## src/asc_pkg.sv

```systemverilog
// constants and types shared by the static memory host controller
package asc_pkg;

   // ---------------------------------------------------------------
   // memory geometry
   // ---------------------------------------------------------------
   localparam int ADDR_W      = 18;   // word address width
   localparam int DATA_W      = 16;   // data word width
   localparam int LANE_W      = 8;    // one byte lane
   localparam int LANES       = 2;    // lower and upper lane
   localparam int LANE_LO     = 0;    // index of the lower lane
   localparam int LANE_HI     = 1;    // index of the upper lane

   // ---------------------------------------------------------------
   // clock and timing
   // ---------------------------------------------------------------
   localparam int CLK_PERIOD_NS = 10;      // sys_clk period
   localparam int T_WP_NS       = 8;       // least write pulse width
   localparam int T_ACC_NS      = 12;      // longest access time
   localparam int T_HZ_NS       = 6;       // longest output turn-off
   localparam int T_REC_MS      = 5;       // recovery after retention
   localparam int NS_PER_MS     = 1000000; // unit conversion

   // least times round up to whole cycles, never below one
   localparam int WP_CYC   = (T_WP_NS + CLK_PERIOD_NS - 1) / CLK_PERIOD_NS;
   localparam int ACC_CYC  = (T_ACC_NS + CLK_PERIOD_NS - 1) / CLK_PERIOD_NS;
   localparam int HZ_CYC   = (T_HZ_NS + CLK_PERIOD_NS - 1) / CLK_PERIOD_NS;
   localparam int REC_CYC  = (T_REC_MS * NS_PER_MS) / CLK_PERIOD_NS;

   // pin input synchroniser depth, latency to the agreed value
   localparam int SYNC_LAT = 4;

   localparam int CNT_W    = 20;           // holds REC_CYC
   localparam logic [CNT_W-1:0] CNT_ONE  = 20'h0_0001;
   localparam logic [CNT_W-1:0] CNT_ZERO = 20'h0_0000;

   // ---------------------------------------------------------------
   // active and inactive pin levels
   // ---------------------------------------------------------------
   localparam logic PIN_OFF = 1'b1;        // strobe not asserted
   localparam logic PIN_ON  = 1'b0;        // strobe asserted

   // ---------------------------------------------------------------
   // sequencer states
   // ---------------------------------------------------------------
   typedef enum logic [3:0] {
      ST_IDLE,      // deselected, address may move
      ST_WR_SETUP,  // select, lanes, data out, write strobe high
      ST_WR_PULSE,  // write strobe low
      ST_WR_END,    // write strobe high, data held
      ST_RD,        // select and output enable low
      ST_TURN,      // bus turnaround after a read
      ST_RET,       // deselected for supply retention
      ST_RECOVER    // waiting out the recovery time
   } asc_state_t;

endpackage : asc_pkg

```

## src/asc_pin_sync.sv

```systemverilog
// three-stage synchroniser for pins that come from outside sys_clk
`timescale 1ns/10ps
module asc_pin_sync #(
   parameter int WIDTH = 1              // bits to synchronise
) (
   input  wire logic             sys_clk,
   input  wire logic             rst,
   input  wire logic [WIDTH-1:0] pin_in,     // raw pin level
   output logic      [WIDTH-1:0] pin_q       // agreed, stable level
);
   import asc_pkg::*;

   // ---------------------------------------------------------------
   // flip-flop chain
   // ---------------------------------------------------------------
   logic [WIDTH-1:0] s1_reg;             // first stage, metastable
   logic [WIDTH-1:0] s2_reg;             // second stage
   logic [WIDTH-1:0] s3_reg;             // third stage
   logic [WIDTH-1:0] q_reg;              // last agreed value

   // the first stage feeds only the second stage
   always_ff @(posedge sys_clk or posedge rst) begin
      if (rst) begin
         s1_reg <= '0;
         s2_reg <= '0;
         s3_reg <= '0;
      end else begin
         s1_reg <= pin_in;
         s2_reg <= s1_reg;
         s3_reg <= s2_reg;
      end
   end

   // a change counts only once the second and third stage agree
   always_ff @(posedge sys_clk or posedge rst) begin
      if (rst) begin
         q_reg <= '0;
      end else begin
         for (int i = 0; i < WIDTH; i++) begin
            if (s2_reg[i] == s3_reg[i]) begin
               q_reg[i] <= s3_reg[i];
            end
         end
      end
   end

   assign pin_q = q_reg;

endmodule : asc_pin_sync

```

## src/asc_ctrl.sv

```systemverilog
// host controller driving an asynchronous 16-bit static memory
//
// Function
// memory holds 256k words, two byte lanes
// chip deselected means lanes high impedance
// selected, both strobes high: no transfer
// full word read with both lanes selected
// lower lane read drives only lower byte
// upper lane read drives only upper byte
// full word write with both lanes
// lower lane write keeps upper byte
// upper lane write keeps lower byte
// no lanes selected: nothing stored or driven
// write only while select, strobe, lane low
// write starts at last falling strobe
// write ends at first rising strobe
// late select keeps device outputs off
// address moves only with write strobe high
// host never drives while device outputs
// no clock at the memory, levels only
// deselect before and during supply retention
// wait 5 ms after supply returns
`timescale 1ns/10ps
module asc_ctrl
   import asc_pkg::*;
#(
   parameter int unsigned REC_CYCLES = asc_pkg::REC_CYC // recovery count
) (
   input  wire  logic                        sys_clk,
   input  wire  logic                        rst,
   // user request side
   input  wire  logic                        req_valid,
   output logic                              req_ready,
   input  wire  logic                        req_write,
   input  wire  logic [asc_pkg::ADDR_W-1:0]  req_addr,
   input  wire  logic [asc_pkg::DATA_W-1:0]  req_wdata,
   input  wire  logic [asc_pkg::LANES-1:0]   req_lane_en,
   output logic                              rsp_valid,
   output logic       [asc_pkg::DATA_W-1:0]  rsp_rdata,
   // supply retention handshake
   input  wire  logic                        ret_req,
   input  wire  logic                        supply_ok,
   output logic                              ret_safe,
   output logic                              recovering,
   // memory pins
   output logic                              mem_cs_n,
   output logic                              mem_oe_n,
   output logic                              mem_we_n,
   output logic                              low_lane_sel_n,
   output logic                              high_lane_sel_n,
   output logic       [asc_pkg::ADDR_W-1:0]  word_addr,
   output logic       [asc_pkg::DATA_W-1:0]  data_pins_out,
   output logic       [asc_pkg::LANES-1:0]   data_pins_oe,
   input  wire  logic [asc_pkg::DATA_W-1:0]  data_pins_in
);
   import asc_pkg::*;

   // ---------------------------------------------------------------
   // declarations
   // ---------------------------------------------------------------
   asc_state_t          state_reg;        // sequencer state
   asc_state_t          state_next;       // next sequencer state
   logic [CNT_W-1:0]    cnt_reg;          // cycles left in a phase
   logic [CNT_W-1:0]    cnt_next;         // next phase count
   logic                cnt_done;         // phase count exhausted
   logic                cs_n_reg;         // chip select pin
   logic                oe_n_reg;         // output enable pin
   logic                we_n_reg;         // write enable pin
   logic [LANES-1:0]    sel_n_reg;        // lane select pins
   logic [ADDR_W-1:0]   addr_reg;         // address pin latch
   logic [DATA_W-1:0]   wdata_reg;        // write data latch
   logic [LANES-1:0]    lane_reg;         // lanes of this access
   logic [LANES-1:0]    drive_reg;        // per-lane drive enable
   logic [DATA_W-1:0]   rdata_reg;        // captured read word
   logic                rsp_reg;          // read answer pulse
   logic                supply_q;         // synchronised supply flag
   logic [DATA_W-1:0]   pins_q;           // synchronised data pins
   logic                take;             // request accepted now

   localparam logic [CNT_W-1:0] WP_LOAD  = CNT_W'(WP_CYC);
   localparam logic [CNT_W-1:0] RD_LOAD  = CNT_W'(ACC_CYC + SYNC_LAT);
   localparam logic [CNT_W-1:0] HZ_LOAD  = CNT_W'(HZ_CYC);

   // ---------------------------------------------------------------
   // pin synchronisers
   // ---------------------------------------------------------------
   // the supply monitor and the data pins are outside sys_clk
   asc_pin_sync #(.WIDTH(1)) u_sync_supply (
      .sys_clk (sys_clk),
      .rst     (rst),
      .pin_in  (supply_ok),
      .pin_q   (supply_q)
   );

   asc_pin_sync #(.WIDTH(DATA_W)) u_sync_data (
      .sys_clk (sys_clk),
      .rst     (rst),
      .pin_in  (data_pins_in),
      .pin_q   (pins_q)
   );

   // ---------------------------------------------------------------
   // sequencer
   // ---------------------------------------------------------------
   assign cnt_done = (cnt_reg <= CNT_ONE);
   // requests are held off while retention is asked for
   assign take     = (state_reg == ST_IDLE) && req_valid && !ret_req;

   // next state and phase count; every phase is a whole cycle count
   always_comb begin
      state_next = state_reg;
      cnt_next   = (cnt_reg == CNT_ZERO) ? CNT_ZERO : cnt_reg - CNT_ONE;
      unique case (state_reg)
         ST_IDLE: begin
            if (ret_req) begin
               state_next = ST_RET;
            end else if (req_valid) begin
               state_next = req_write ? ST_WR_SETUP : ST_RD;
               cnt_next   = req_write ? CNT_ONE : RD_LOAD;
            end
         end
         ST_WR_SETUP: begin
            // select and lanes settle before the strobe falls last
            state_next = ST_WR_PULSE;
            cnt_next   = WP_LOAD;
         end
         ST_WR_PULSE: begin
            if (cnt_done) begin
               state_next = ST_WR_END;
            end
         end
         ST_WR_END: begin
            state_next = ST_IDLE;
         end
         ST_RD: begin
            if (cnt_done) begin
               state_next = ST_TURN;
               cnt_next   = HZ_LOAD;
            end
         end
         ST_TURN: begin
            // device output must be off before we may drive again
            if (cnt_done) begin
               state_next = ST_IDLE;
            end
         end
         ST_RET: begin
            // stay deselected until supply is back and release asked
            if (!ret_req && supply_q) begin
               state_next = ST_RECOVER;
               cnt_next   = CNT_W'(REC_CYCLES);
            end
         end
         ST_RECOVER: begin
            if (!supply_q) begin
               state_next = ST_RET;
            end else if (cnt_done) begin
               state_next = ST_IDLE;
            end
         end
         default: begin
            state_next = ST_IDLE;
         end
      endcase
   end

   // state register
   always_ff @(posedge sys_clk or posedge rst) begin
      if (rst) begin
         state_reg <= ST_IDLE;
         cnt_reg   <= CNT_ZERO;
      end else begin
         state_reg <= state_next;
         cnt_reg   <= cnt_next;
      end
   end

   // ---------------------------------------------------------------
   // request latch
   // ---------------------------------------------------------------
   // address only moves in idle, where select and strobe are high
   always_ff @(posedge sys_clk or posedge rst) begin
      if (rst) begin
         addr_reg  <= '0;
         wdata_reg <= '0;
         lane_reg  <= '0;
      end else if (take) begin
         addr_reg  <= req_addr;
         wdata_reg <= req_wdata;
         lane_reg  <= req_lane_en;
      end
   end

   // ---------------------------------------------------------------
   // memory strobes
   // ---------------------------------------------------------------
   // all strobes come from flops so the pins never glitch
   always_ff @(posedge sys_clk or posedge rst) begin
      if (rst) begin
         cs_n_reg  <= PIN_OFF;
         oe_n_reg  <= PIN_OFF;
         we_n_reg  <= PIN_OFF;
         sel_n_reg <= {LANES{PIN_OFF}};
      end else begin
         unique case (state_next)
            ST_WR_SETUP, ST_WR_END: begin
               cs_n_reg  <= PIN_ON;
               oe_n_reg  <= PIN_OFF;
               we_n_reg  <= PIN_OFF;
               sel_n_reg <= ~lane_next_sel();
            end
            ST_WR_PULSE: begin
               cs_n_reg  <= PIN_ON;
               oe_n_reg  <= PIN_OFF;
               we_n_reg  <= PIN_ON;
               sel_n_reg <= ~lane_reg;
            end
            ST_RD: begin
               cs_n_reg  <= PIN_ON;
               oe_n_reg  <= PIN_ON;
               we_n_reg  <= PIN_OFF;
               sel_n_reg <= ~lane_next_sel();
            end
            default: begin
               // idle, turnaround, retention, recovery: chip deselected
               cs_n_reg  <= PIN_OFF;
               oe_n_reg  <= PIN_OFF;
               we_n_reg  <= PIN_OFF;
               sel_n_reg <= {LANES{PIN_OFF}};
            end
         endcase
      end
   end

   // lanes of the access being started or in progress
   function automatic logic [LANES-1:0] lane_next_sel();
      lane_next_sel = take ? req_lane_en : lane_reg;
   endfunction : lane_next_sel

   // ---------------------------------------------------------------
   // data drive, per lane
   // ---------------------------------------------------------------
   // only lanes being written are driven, and only in a write
   always_ff @(posedge sys_clk or posedge rst) begin
      if (rst) begin
         drive_reg <= '0;
      end else if (state_next == ST_WR_SETUP
                   || state_next == ST_WR_PULSE
                   || state_next == ST_WR_END) begin
         drive_reg <= lane_next_sel();
      end else begin
         drive_reg <= '0;
      end
   end

   // ---------------------------------------------------------------
   // read capture
   // ---------------------------------------------------------------
   // sampled after access time plus synchroniser latency, so the
   // agreed value reflects a settled bus; unselected lanes read 0
   always_ff @(posedge sys_clk or posedge rst) begin
      if (rst) begin
         rdata_reg <= '0;
         rsp_reg   <= 1'b0;
      end else begin
         rsp_reg <= 1'b0;
         if (state_reg == ST_RD && cnt_done) begin
            for (int l = 0; l < LANES; l++) begin
               rdata_reg[l*LANE_W +: LANE_W] <= lane_reg[l]
                  ? pins_q[l*LANE_W +: LANE_W] : '0;
            end
            rsp_reg <= 1'b1;
         end
      end
   end

   // ---------------------------------------------------------------
   // outputs
   // ---------------------------------------------------------------
   assign req_ready       = (state_reg == ST_IDLE) && !ret_req;
   assign rsp_valid       = rsp_reg;
   assign rsp_rdata       = rdata_reg;
   assign ret_safe        = (state_reg == ST_RET);
   assign recovering      = (state_reg == ST_RECOVER);
   assign mem_cs_n        = cs_n_reg;
   assign mem_oe_n        = oe_n_reg;
   assign mem_we_n        = we_n_reg;
   assign low_lane_sel_n  = sel_n_reg[LANE_LO];
   assign high_lane_sel_n = sel_n_reg[LANE_HI];
   assign word_addr       = addr_reg;
   assign data_pins_out   = wdata_reg;
   assign data_pins_oe    = drive_reg;

endmodule : asc_ctrl

```

## config.mk

```make
export PLATFORM = sky130hd
export DESIGN_NAME = asc_ctrl
export DESIGN_NICKNAME = d
export VERILOG_FILES = /design/src/asc_pkg.sv /design/src/asc_pin_sync.sv /design/src/asc_ctrl.sv
export SDC_FILE = /design/constraint.sdc
export NUM_CORES = 1
export LEC_CHECK = 0
export BUFFER_PORTS_ARGS = -buffer_cell sky130_fd_sc_hd__buf_2
export CAP_MARGIN = 20
export CORE_MARGIN = 2
export CORE_UTILIZATION = 55
export DETAILED_ROUTE_END_ITERATION = 16
export PLACE_DENSITY = 0.82
export SETUP_SLACK_MARGIN = 0.4
export SYNTH_ARGS = -nofsm -noshare
export SYNTH_HDL_FRONTEND = slang
export SYNTH_HIERARCHICAL = 1
export SYNTH_SLANG_ARGS = --single-unit
```

## constraint.sdc

```tcl
create_clock -name sys_clk -period 4.85 [get_ports sys_clk]
set_input_delay 0.2425 -clock sys_clk [delete_from_list [all_inputs] [get_ports sys_clk]]
set_output_delay 0.2425 -clock sys_clk [all_outputs]
set_load 0.005 [all_outputs]
```

Yosys cells after proc, flatten, opt, wreduce, memory -nomap -nowiden

Cells that the tools add are included.

Flip-flop bits (word level): 152
Bits of input ports: 58
Output and inout port bits: 61

Add/subtract/negate cells: 1
Magnitude comparators: 1
Eq/ne operators: 27
Mux-type cells: 25
Bitwise logic cells: 2
Reductions and logical operators: 12

Operators with widths:

| kind                    | number |
|---|---|
| $mux W20                | 5 |
| $pmux W20 S4            | 1 |
| $mux W4                 | 7 |
| $pmux W4 S7             | 1 |
| $eq A4 B3 Y1 const B    | 5 |
| $le A20 B1 Y1 const B   | 1 |
| $logic_not A20 Y1       | 1 |
| $sub A20 B1 Y20 const B | 1 |
| $eq A1 B1 Y1            | 17 |
| $mux W8                 | 2 |
| $eq A4 B2 Y1 const B    | 3 |
| $eq A4 B1 Y1 const B    | 2 |
| $mux W3                 | 2 |
| $logic_and A1 B1 Y1     | 5 |
| $logic_not A4 Y1        | 1 |
| $mux W1                 | 4 |
| $mux W2                 | 2 |
| $not A2 Y2              | 2 |
| $pmux W2 S2             | 1 |
| $reduce_or A4 Y1        | 1 |
| $reduce_or A3 Y1        | 1 |
| $logic_or A1 B1 Y1      | 2 |
| $logic_not A1 Y1        | 1 |

Longest topological paths before layout

Gate-level depths: netlist of the first run.

Depth after elaboration: 8
Gate-level depth with buffers: 11
Gate-level depth less buffers: 9

By module

Netlist of the first run, hierarchy kept.

Modules (own cells, without submodules):

| module                        | instances | cells each | area each (um^2) | sequential area each (um^2) |
|---|---|---|---|---|
| asc_ctrl                      | 1         | 337        | 3718.6           | 2108.3 |
| asc_pin_sync at u_sync_data   | 1         | 81         | 1785.5           | 1601.5 |
| asc_pin_sync at u_sync_supply | 1         | 6          | 115.1            | 100.1 |

Worst setup path before layout of the first run

Ideal clock, no wire load.

Path kind: flip-flop to flip-flop
Start point: reg cnt_reg[0]
End point: reg sel_n_reg[1]
Setup time: 94 ps
Data arrival time: 2096 ps
Required time: 4756 ps
Slack: 2660 ps
Stages on the path, launching flop included: 10
Path through: dfrtp_1 > inv_1 > ha_1 > clkbuf_1 > or2_2 > and3_1 > and2_4 > o211ai_1 > o21a_2 > o221ai_1

Cells in the longest elaborated chain, start to end: 7
Elaborated cells between the ends (all ways): 12
Classes of those cells: order compare: 1; eq/ne: 4; mux: 6; reduce/logical: 1

RTL lines:

| element                              | RTL line                         | text |
|---|---|---|
| start: declaration                   | asc_ctrl.sv:63                   | `logic [CNT_W-1:0] cnt_reg;` |
| start signal: assignment             | asc_ctrl.sv:174                  | `cnt_reg <= cnt_next;` |
| $le A20 B1 Y1 (*)                    | asc_ctrl.sv:105                  | `assign cnt_done = (cnt_reg <= CNT_ONE);` |
| $mux W4                              | asc_ctrl.sv:143, asc_ctrl.sv:157 |  |
| $mux W4                              | asc_ctrl.sv:155                  | `if (!supply_q) begin` |
| $pmux W4 S7 (*)                      | asc_ctrl.sv:113                  | `unique case (state_reg)` |
| $eq A4 B1 Y1 (tied with other cells) | asc_ctrl.sv:205                  | `unique case (state_next)` |
| $reduce_or A3 Y1 (no line)           | --                               |  |
| $pmux W2 S2 (*)                      | asc_ctrl.sv:205                  |  |
| end signal: assignment               | asc_ctrl.sv:203                  | `sel_n_reg <= {LANES{PIN_OFF}};` |
| end signal: assignment               | asc_ctrl.sv:210                  | `sel_n_reg <= ~lane_next_sel();` |
| end signal: assignment               | asc_ctrl.sv:216                  | `sel_n_reg <= ~lane_reg;` |
| end: declaration                     | asc_ctrl.sv:69                   | `logic [LANES-1:0] sel_n_reg;` |

Mark *: on every way between the ends. The rest lies on a longest branch, timed or not.
A chain may end at the register's enable or synchronous reset.

Worst setup path after layout of the first run

Same ends and word-level chain as after synthesis.

==> metrics.cfg, run 1 <==
[run_status]
status = complete, no violations

[synthesis]
syn_area_sq_mm = 0.00562
avgSynthCellArea_sq_um = 13.3
synth-seq-cells = 152
synthTopCellsByArea = dfrtp_1, mux2_2, nand2_1
ys_async_sr_fraction_pct = 100
synth_warnings = 6
ys_types = 53
seq_area_frac_synth_pct = 67.8
synth_edf_count = 0
yosysTopAreaCellShare_pct = 65.5
synthesis.nets = 484
synth_ff_type = dfrtp_1
netlist_instances = 424
synth_top_cell_by_area = dfrtp_1

[sta]
fin_skew_ns = 0.0129
tns_ns = 0
period_minus_slack_ns = 2.46
setup_viol = 0
finalHoldViolCount = 0
maxSlewHeadroom_pct = 51.3
slew_viol_final = 0
fin_crit_sh_pct = 50.7
worstMarginPinSlew_ns = 0.730
rsz0062_at_grt = false
max_freq_mhz = 407

[floorplanning]
die_h_um = 105
start_util_pct = 57.0
num_rows = 36
dieArea_sq_mm = 0.0110
die_x_um = 105
core_sq_mm = 0.00986
boundaryPins = 119

[grt]
grt_max_degree = 85
first_global_vias = 4172
grt_usage_pct = 23.0
grt-ovfl-total = 0
antenna_found_initial = 0
grt_pass1_wl_um = 19600

[drt]
dr.pass1.iters = 4
drt_iter0_markers = 211
wire_per_inst_um = 16.1
drt-total-wl_um = 12100
viasPerCell = 5.24
routed-via-count = 3941
drtAntennaViolNets = 0
route.detailed.drc = 0

[worst_setup_path]
cp_slowest_stage_delay_ns = 0.44
path_delay_family = simple AND/OR/NAND/NOR gates
worstSetupEndpointType = flip-flop
critPathBufInv = 1
critPathRequiredTime_ns = 5.26
worstPathMaxFanout = 9
critical-path-slowest-cell = dfrtp_1
path_class = reg -> reg
cp-start-kind = flip-flop
cp_cell_sequence = inv_1, ha_1, or2_2, and3_1, and2_4, o211ai_1, o21a_2, o221ai_1
arrival_ns = 2.87

[layout]
diodes = 0
seq_area_sq_mm = 0.00381
area_delta_synth_final_pct = 33.5
design_area_sq_mm = 0.00750
layout_commonest_cell = dfrtp_1
largest_register_ffs = 20
n_fill_cell = 584
final_cell_mix = dfrtp_1, buf_2, nand2_1, dlygate4sd3_1, mux2_2
utilization_pct = 76.1
layoutNonFillerInstCount = 752
drive_above_1_share_pct = 36.7
nets = 666
multiInputGateArea_sq_mm = 0.00171

[clock_tree]
clockBufferDepth = 2
clk_latency_ns = 0.52
tritoncts = yes
cts-resized-gates = 0
clk_pin_slew_ns = 0.06
cts-buffers-inserted = 17
htreeDepth = 4
postCtsSetupBuffers = 0
clock_sinks = 152
root_buffer = clkbuf_8

[power_and_ir_drop]
power_density_mw_per_mm2 = 517
p_leak_nw = 3.65
power_mw = 3.88
max-vdd-ir-drop_mv = 0.378

[placed_design]
io_buffers = 118
place_inst = 666
placedInstanceArea_sq_mm = 0.00634
dp_hpwl_um = 7750
gp_congestion = 0.932

[flow_run]
max_cap_viol_count = 0

[min_path]
hold_path.class = in -> reg

## cell families (layout without fill, tap and decap cells)
group / Yosys count / after routing / share of synthesized area [%]
compound gates: 37 / 37 / 4.52
xor+xnor: 15 / 15 / 2.34
fa+ha+maj: 19 / 19 / 3.85
buf+inv: 22 / 217 / 1.71
flops: 152 / 152 / 67.8
mux: 37 / 37 / 7.39
other cells: 1 / 1 / 0.0667
simple gates: 141 / 141 / 12.3
## routing by layer
metal	share of wire, %	global-route usage, %	vias up	routed length [um]
met4	2.5	9.52	0	301
met5	0	0	-	0
met2	55	41.3	143	6620
li1	-	-	1823	-
met1	38	26.2	1948	4660
met3	4.6	5.49	27	554
## cells in the mapped netlist, drive strengths merged, types with 3 or more instances
library cell,count
or4,3
and2,4
dfrtp,147
inv,10
mux2,36
o31ai,4
nor4,4
a21oi,14
maj3,17
or3,3
buf,4
dfstp,5
nand2,54
xnor2,6
o21ai,4
clkbuf,8
xor2,9
nor3,7
nor2,30
nand3,22
## area by class of cell
class | count | area share [%]
multi-input combinational | 250 | 22.8
tap | 133 | 2.22
clock inverter | 14 | 2.30
sequential | 152 | 50.8
clock buffer | 18 | 5.70
inverter | 10 | 0.550
timing repair buffer | 175 | 15.6
## through the flow
step / hold WS, ns / setup WS (ns)
after floorplan: 0.00858 / 2.45
after global placement: 0.158 / 2.52
after detailed placement: 0.168 / 2.44
after CTS: 0.00608 / 2.43
after global routing: 0.0310 / 2.22
final: 0.0286 / 2.39
## final timing paths
check	end	slack, ns	cells past startpoint	startpoint
setup / recovery	sel_n_reg[1]	2.39	8	cnt_reg[0]
hold / removal	lane_reg[1]	0.03	2	req_lane_en[1]
setup reg to reg	sel_n_reg[1]	2.39	8	cnt_reg[0]
hold reg to reg	u_sync_data/s2_reg[0]	0.35	0	u_sync_data/s1_reg[0]
max in group asynchronous	u_sync_data/pin_q[0]	3.86	4	rst
min in group asynchronous	u_sync_supply/s1_reg	0.18	3	rst
## where the power goes
| group | switching [mW] | internal, mW | total (mW) |
|---|---|---|---|
| Clock | 0.562 | 0.728 | 1.29 |
| Sequential | 0.212 | 1.54 | 1.75 |
| Combinational | 0.406 | 0.435 | 0.840 |
| Total | 1.18 | 2.70 | 3.88 |
## repair_timing
action,in CTS,in global routing
hold buffers,53,0
setup endpoints to repair,0,0
endpoints found under the hold margin,120,0
Power figures use the tool's default switching activity.
==> run 2, diff against run 1 <==
--- a/config.mk
+++ b/config.mk
@@ -8,9 +8,9 @@
 export BUFFER_PORTS_ARGS = -buffer_cell sky130_fd_sc_hd__buf_2
 export CAP_MARGIN = 20
 export CORE_MARGIN = 2
-export CORE_UTILIZATION = 55
+export CORE_UTILIZATION = 49
 export DETAILED_ROUTE_END_ITERATION = 16
-export PLACE_DENSITY = 0.82
+export PLACE_DENSITY = 0.78
 export SETUP_SLACK_MARGIN = 0.4
 export SYNTH_ARGS = -nofsm -noshare
 export SYNTH_HDL_FRONTEND = slang
==> constraint.sdc (replaced) <==
create_clock -name sys_clk -period 2 [get_ports sys_clk]
set_input_delay 0.1 -clock sys_clk [delete_from_list [all_inputs] [get_ports sys_clk]]
set_output_delay 0.1 -clock sys_clk [all_outputs]
set_load 0.005 [all_outputs]
==> run 2 against run 1 <==
Net effect: the flow now finishes with violations (negative setup slack); non-clock buffer count increased by 69; critical path type unchanged; wire length is 29% higher; critical endpoint unchanged; global-route usage shrank 0.30 points; worst setup slack lost 2.7 ns; worst hold slack better by 0.13 ns; combinational power grew to 4.3 times the previous value; register-to-register slack worse by 2.7 ns; clock-buffer cell count increased by 4; maximum frequency rose by 4.9%; clock skew shrank 0.0022 ns; cell count is 11% higher; largest cell class unchanged.
==> metrics.cfg, run 2 (synthesized netlist as in run 1, its figures left out) <==
[placed_design]
gp_congestion = 0.904  ; was 0.932
place_inst = 716  ; was 666
dp_hpwl_um = 8170  ; was 7750 um
preCtsSetupSlack_ns = -0.171  ; was 2.44 ns
io_buffers = 118  ; unchanged
placedInstanceArea_sq_mm = 0.00680  ; was 0.00634 sq mm

[worst_setup_path]
rrSetupSlack_ns = -0.34  ; was 2.39 ns
path_class = reg -> reg  ; unchanged
arrival_ns = 2.68  ; was 2.87 ns
reg2reg_from = cnt_reg[13]  ; was cnt_reg[0]
critPathBufInv = 1  ; unchanged
reg2reg_depth = 7  ; was 8
path_delay_family = simple AND/OR/NAND/NOR gates  ; unchanged
worstSetupEndpointType = flip-flop  ; unchanged
critPathRequiredTime_ns = 2.33  ; was 5.26 ns
cp-start-kind = flip-flop  ; unchanged
critical-path-slowest-cell = or4_4  ; was dfrtp_1
r2r-end = sel_n_reg[1]  ; unchanged
cp_cell_sequence = or4_4, nor4b_4, buf_6, and2_4, o211ai_1, a2bb2oi_2, o221ai_2  ; was inv_1, ha_1, or2_2, and3_1, and2_4, o211ai_1, o21a_2, o221ai_1
worstPathMaxFanout = 6  ; was 9
cp_slowest_stage_delay_ns = 0.56  ; was 0.44 ns

[drt]
route.detailed.drc = 0  ; unchanged
wire_per_inst_um = 18.7  ; was 16.1 um
dr.pass1.iters = 4  ; unchanged
drtAntennaViolNets = 0  ; unchanged
drt_iter0_markers = 321  ; was 211
viasPerCell = 5.27  ; was 5.24
routed-via-count = 4386  ; was 3,941
drt-total-wl_um = 15600  ; was 12,100 um

[floorplanning]
core_sq_mm = 0.0113  ; was 0.00986 sq mm
boundaryPins = 119  ; unchanged
dieArea_sq_mm = 0.0123  ; was 0.0110 sq mm
start_util_pct = 49.6  ; was 57.0%
num_rows = 39  ; was 36
die_h_um = 111  ; was 105 um
die_x_um = 111  ; was 105 um

[layout]
largest_register_ffs = 20  ; unchanged
nets = 737  ; was 666
layoutNonFillerInstCount = 833  ; was 752
layout_commonest_cell = dfrtp_1  ; unchanged
utilization_pct = 76.7  ; was 76.1%
diodes = 0  ; unchanged
design_area_sq_mm = 0.00868  ; was 0.00750 sq mm
drive_above_1_share_pct = 50.9  ; was 36.7%
area_delta_synth_final_pct = 54.6  ; was 33.5%
final_cell_mix = dfrtp_1, buf_2, dlygate4sd3_1, buf_4, nand2_1  ; was dfrtp_1, buf_2, nand2_1, dlygate4sd3_1, mux2_2

[power_and_ir_drop]
p_leak_nw = 4.24  ; was 3.65 nW
power_density_mw_per_mm2 = 1260  ; was 517 mW/mm^2
max-vdd-ir-drop_mv = 0.855  ; was 0.378 mV
power_mw = 10.9  ; was 3.88 mW

[clock_tree]
root_buffer = clkbuf_16  ; was clkbuf_8
clock_sinks = 152  ; unchanged
clockBufferDepth = 2  ; unchanged
clk_latency_ns = 0.42  ; was 0.52 ns
cts-buffers-inserted = 17  ; unchanged
htreeDepth = 4  ; unchanged
tritoncts = yes  ; unchanged
clk_pin_slew_ns = 0.07  ; was 0.06 ns

[run_status]
violations = negative setup slack
status = complete, but fails checks  ; was complete, no violations

[sta]
fin_hold_ws_ns = 0.159  ; was 0.0286 ns
slew_viol_final = 0  ; unchanged
setup_viol = 43  ; was 0
finalHoldViolCount = 0  ; unchanged
rsz0062_at_grt = true  ; was false
setup_slack_ns = -0.344  ; was 2.39 ns
fin_crit_sh_pct = 117  ; was 50.7%
worstMarginPinSlew_ns = 0.960  ; was 0.730 ns
period_minus_slack_ns = 2.34  ; was 2.46 ns
max_freq_mhz = 427  ; was 407 MHz
tns_ns = -9.65  ; was 0 ns
fin_skew_ns = 0.0107  ; was 0.0129 ns
maxSlewHeadroom_pct = 35.2  ; was 51.3%

[grt]
first_global_vias = 4486  ; was 4,172
antenna_found_initial = 0  ; unchanged
grt_pass1_wl_um = 21900  ; was 19,600 um
grt_max_degree = 65  ; was 85
grt-ovfl-total = 0  ; unchanged
grt_usage_pct = 22.7  ; was 23.0%

[min_path]
hold_path.class = in -> async  ; was in -> reg

[flow_run]
max_cap_viol_count = 0  ; unchanged

==> run 2: worst min-delay path, delay by kind of cell <==
family | cells | cell delay [ns]
buf+inv | 3 | 0.83
==> run 2: how the worst max path moves through the flow <==
stage                     start           end  cells after the start
floorplan           cnt_reg[13]   cnt_reg[15]                      6
global placement    cnt_reg[13]  sel_n_reg[1]                      8
detailed placement  cnt_reg[13]  sel_n_reg[1]                      7
CTS                 cnt_reg[14]  sel_n_reg[1]                      8
global route        cnt_reg[13]  sel_n_reg[0]                      7
finish              cnt_reg[13]  sel_n_reg[1]                      7
==> run 2: final cells by class <==
type	instances	area [sq um]
flip-flops and latches	152	3810
fillers	643	2640
multi-input cells	251	2210
repair buffers	244	1840
clock buffers	22	474
well taps	143	179
clock inverters	10	95.1
inverters	10	57.6
repair inverters	1	16.3
==> run 2: routing by layer <==
layer  global-route usage [%]  routed length, um  vias to the layer above
met5                        0                  0                        -
met4                     11.0                530                        0
met3                     5.58                737                       47
met2                     39.8               8260                      157
met1                     26.0               6080                     2213
li1                         -                  -                     1969
==> run 2: power by group <==
part / switching, mW / internal (mW) / total [mW]
clock: 1.25 / 1.81 / 3.06
combinational: 1.61 / 1.97 / 3.58
sequential: 0.530 / 3.73 / 4.26
total: 3.39 / 7.52 / 10.9
==> run 2: what timing repair did <==
| item | 4_1_cts | 5_1_grt |
|---|---|---|
| endpoints found under the setup margin | 83 | 83 |
| resized for setup | 50 | 63 |
| endpoints found under the hold margin | 201 | 0 |
| pin swaps | 13 | 11 |
| setup buffers | 9 | 15 |
| gates cloned | 1 | 5 |
| hold buffers | 55 | 0 |
==> run 3, diff against run 2 <==
--- a/config.mk
+++ b/config.mk
@@ -11,6 +11,7 @@
 export CORE_UTILIZATION = 49
 export DETAILED_ROUTE_END_ITERATION = 16
 export PLACE_DENSITY = 0.78
+export RECOVER_POWER = 50
 export SETUP_SLACK_MARGIN = 0.4
 export SYNTH_ARGS = -nofsm -noshare
 export SYNTH_HDL_FRONTEND = slang
==> run 3 against run 2 <==
Net effect: the run still ends with negative setup slack left; sequential power is essentially flat; register-to-register slack about the same; via count down 0.30%; worst hold slack improved by 0.0013 ns; cell count stayed put; critical path depth unchanged.
==> metrics.cfg, run 3 (synthesized netlist as in run 1, its figures left out) <==
[run_status]
status = complete, but fails checks  ; unchanged
violations = negative setup slack  ; unchanged

[layout]
n_fill_cell = 656  ; was 643
largest_register_ffs = 20  ; unchanged
drive_above_1_share_pct = 48.8  ; was 50.9%
diodes = 0  ; unchanged
area_delta_synth_final_pct = 54.0  ; was 54.6%
layout_commonest_cell = dfrtp_1  ; unchanged
nets = 737  ; unchanged
utilization_pct = 76.4  ; was 76.7%
final_cell_mix = dfrtp_1, buf_2, dlygate4sd3_1, nand2_1, buf_4  ; was dfrtp_1, buf_2, dlygate4sd3_1, buf_4, nand2_1
design_area_sq_mm = 0.00865  ; was 0.00868 sq mm

[power_and_ir_drop]
power_mw = 10.9  ; about the same
power_density_mw_per_mm2 = 1260  ; about the same
p_leak_nw = 4.22  ; was 4.24 nW
max-vdd-ir-drop_mv = 0.858  ; was 0.855 mV

[clock_tree]
cts-buffers-inserted = 17  ; unchanged
tritoncts = yes  ; unchanged
clock_sinks = 152  ; unchanged
clk_pin_slew_ns = 0.07  ; about the same
clk_latency_ns = 0.42  ; about the same
root_buffer = clkbuf_16  ; unchanged
htreeDepth = 4  ; unchanged
clockBufferDepth = 2  ; unchanged

[floorplanning]
dieArea_sq_mm = 0.0123  ; unchanged
start_util_pct = 49.6  ; unchanged
die_x_um = 111  ; unchanged
boundaryPins = 119  ; unchanged
die_h_um = 111  ; unchanged
num_rows = 39  ; unchanged
core_sq_mm = 0.0113  ; unchanged

[sta]
setup_viol = 43  ; unchanged
rsz0062_at_grt = true  ; unchanged
period_minus_slack_ns = 2.34  ; about the same
worstMarginPinSlew_ns = 1.00  ; was 0.960 ns
tns_ns = -9.67  ; was -9.65 ns
slew_viol_final = 0  ; unchanged
fin_hold_ws_ns = 0.160  ; was 0.159 ns
setup_slack_ns = -0.344  ; about the same
max_freq_mhz = 427  ; about the same
fin_skew_ns = 0.0108  ; was 0.0107 ns
finalHoldViolCount = 0  ; unchanged
maxSlewHeadroom_pct = 32.2  ; was 35.2%
fin_crit_sh_pct = 117  ; about the same

[drt]
route.detailed.drc = 0  ; unchanged
drt_iter0_markers = 348  ; was 321
dr.pass1.iters = 4  ; unchanged
wire_per_inst_um = 18.7  ; about the same
routed-via-count = 4373  ; was 4,386
viasPerCell = 5.25  ; was 5.27
drt-total-wl_um = 15600  ; about the same
drtAntennaViolNets = 0  ; unchanged

[grt]
grt_max_degree = 65  ; unchanged
antenna_found_initial = 0  ; unchanged
first_global_vias = 4486  ; unchanged
grt_usage_pct = 22.7  ; unchanged
grt_pass1_wl_um = 21900  ; unchanged
grt-ovfl-total = 0  ; unchanged

[worst_setup_path]
crit_start = cnt_reg[13]  ; unchanged
reg2reg_depth = 7  ; unchanged
path_class = reg -> reg  ; unchanged
worstPathMaxFanout = 6  ; unchanged
r2r-end = sel_n_reg[0]  ; was sel_n_reg[1]
cp-start-kind = flip-flop  ; unchanged
critPathRequiredTime_ns = 2.33  ; about the same
rrSetupSlack_ns = -0.34  ; about the same
reg2reg_from = cnt_reg[13]  ; unchanged
arrival_ns = 2.67  ; was 2.68 ns
worstSetupEndpointType = flip-flop  ; unchanged

[placed_design]
gp_congestion = 0.904  ; unchanged
io_buffers = 118  ; unchanged
placedInstanceArea_sq_mm = 0.00680  ; unchanged
dp_hpwl_um = 8170  ; unchanged

[min_path]
hold_path.class = in -> reg  ; was in -> async
hold_end = state_reg[2]
min_from = req_valid
holdPathStages = 4

[flow_run]
max_cap_viol_count = 0  ; unchanged

==> run 3: cell types whose count changed in the layout (fill, tap and decap cells not counted) <==
cell | before | now
maj3_1 | 0 | 13
clkbuf_2 | 0 | 1
clkbuf_1 | 2 | 3
maj3_2 | 17 | 4
buf_4 | 48 | 47
buf_12 | 4 | 3
buf_2 | 118 | 117
clkbuf_4 | 0 | 1
==> run 3: area by class of cell <==
type                            instances  area, sq um  area share, %
Clock buffer                           22          474           5.48
Multi-Input combinational cell        251         2190           25.4
Timing Repair inverter                  1         16.3          0.188
Tap cell                              143          179           2.07
Inverter                               10         57.6          0.665
Clock inverter                         10         95.1           1.10
Timing Repair Buffer                  244         1820           21.1
Sequential cell                       152         3810           44.1
==> run 3: power by group <==
group	switching, mW	leakage [nW]	internal [mW]
Clock	1.25	0.276	1.81
Sequential	0.527	1.85	3.73
Combinational	1.61	2.10	1.96
Total	3.39	4.22	7.51
==> run 3: per-layer routing <==
metal / track usage [%] / vias up / part of all wire [%]
met5: 0 / - / 0
met4: 11.0 / 0 / 3.4
met3: 5.58 / 45 / 4.7
met2: 39.8 / 157 / 53
met1: 26.0 / 2205 / 39
li1: - / 1966 / -
==> run 3: worst max-delay path, stage by stage (launching register included) <==
cell,delay (ns)
dfrtp_1,0.38
or4_4,0.56
nor4b_4,0.35
buf_6,0.18
and2_4,0.19
o211ai_1,0.19
a2bb2oi_2,0.27
o221ai_2,0.13
==> run 3: per-stage QoR <==
| step | setup WS (ns) | cells |
|---|---|---|
| 2_1_floorplan | -0.148 | 424 |
| 3_3_place_gp | -0.0993 | 716 |
| 3_5_place_dp | -0.171 | 716 |
| 4_1_cts | -0.168 | 813 |
| 5_1_grt | -0.410 | 833 |
| 6_report | -0.344 | 833 |
==> run 3: timing repair <==
action / in CTS / in global routing
endpoints found under the setup margin: 83 / 83
cloned: 1 / 5
hold buffers: 55 / 0
setup buffers: 9 / 15
gates resized for setup: 50 / 63
hold endpoints to repair: 201 / 0
pin swaps: 13 / 11
==> run 3: how the worst max path moves through the flow <==
stage	to	slack, ns	cells past startpoint
after global placement	sel_n_reg[1]	-0.1	8
after detailed placement	sel_n_reg[1]	-0.17	7
after floorplan	cnt_reg[15]	-0.15	6
after CTS	sel_n_reg[1]	-0.17	8
final	sel_n_reg[0]	-0.34	7
after global routing	sel_n_reg[0]	-0.41	7
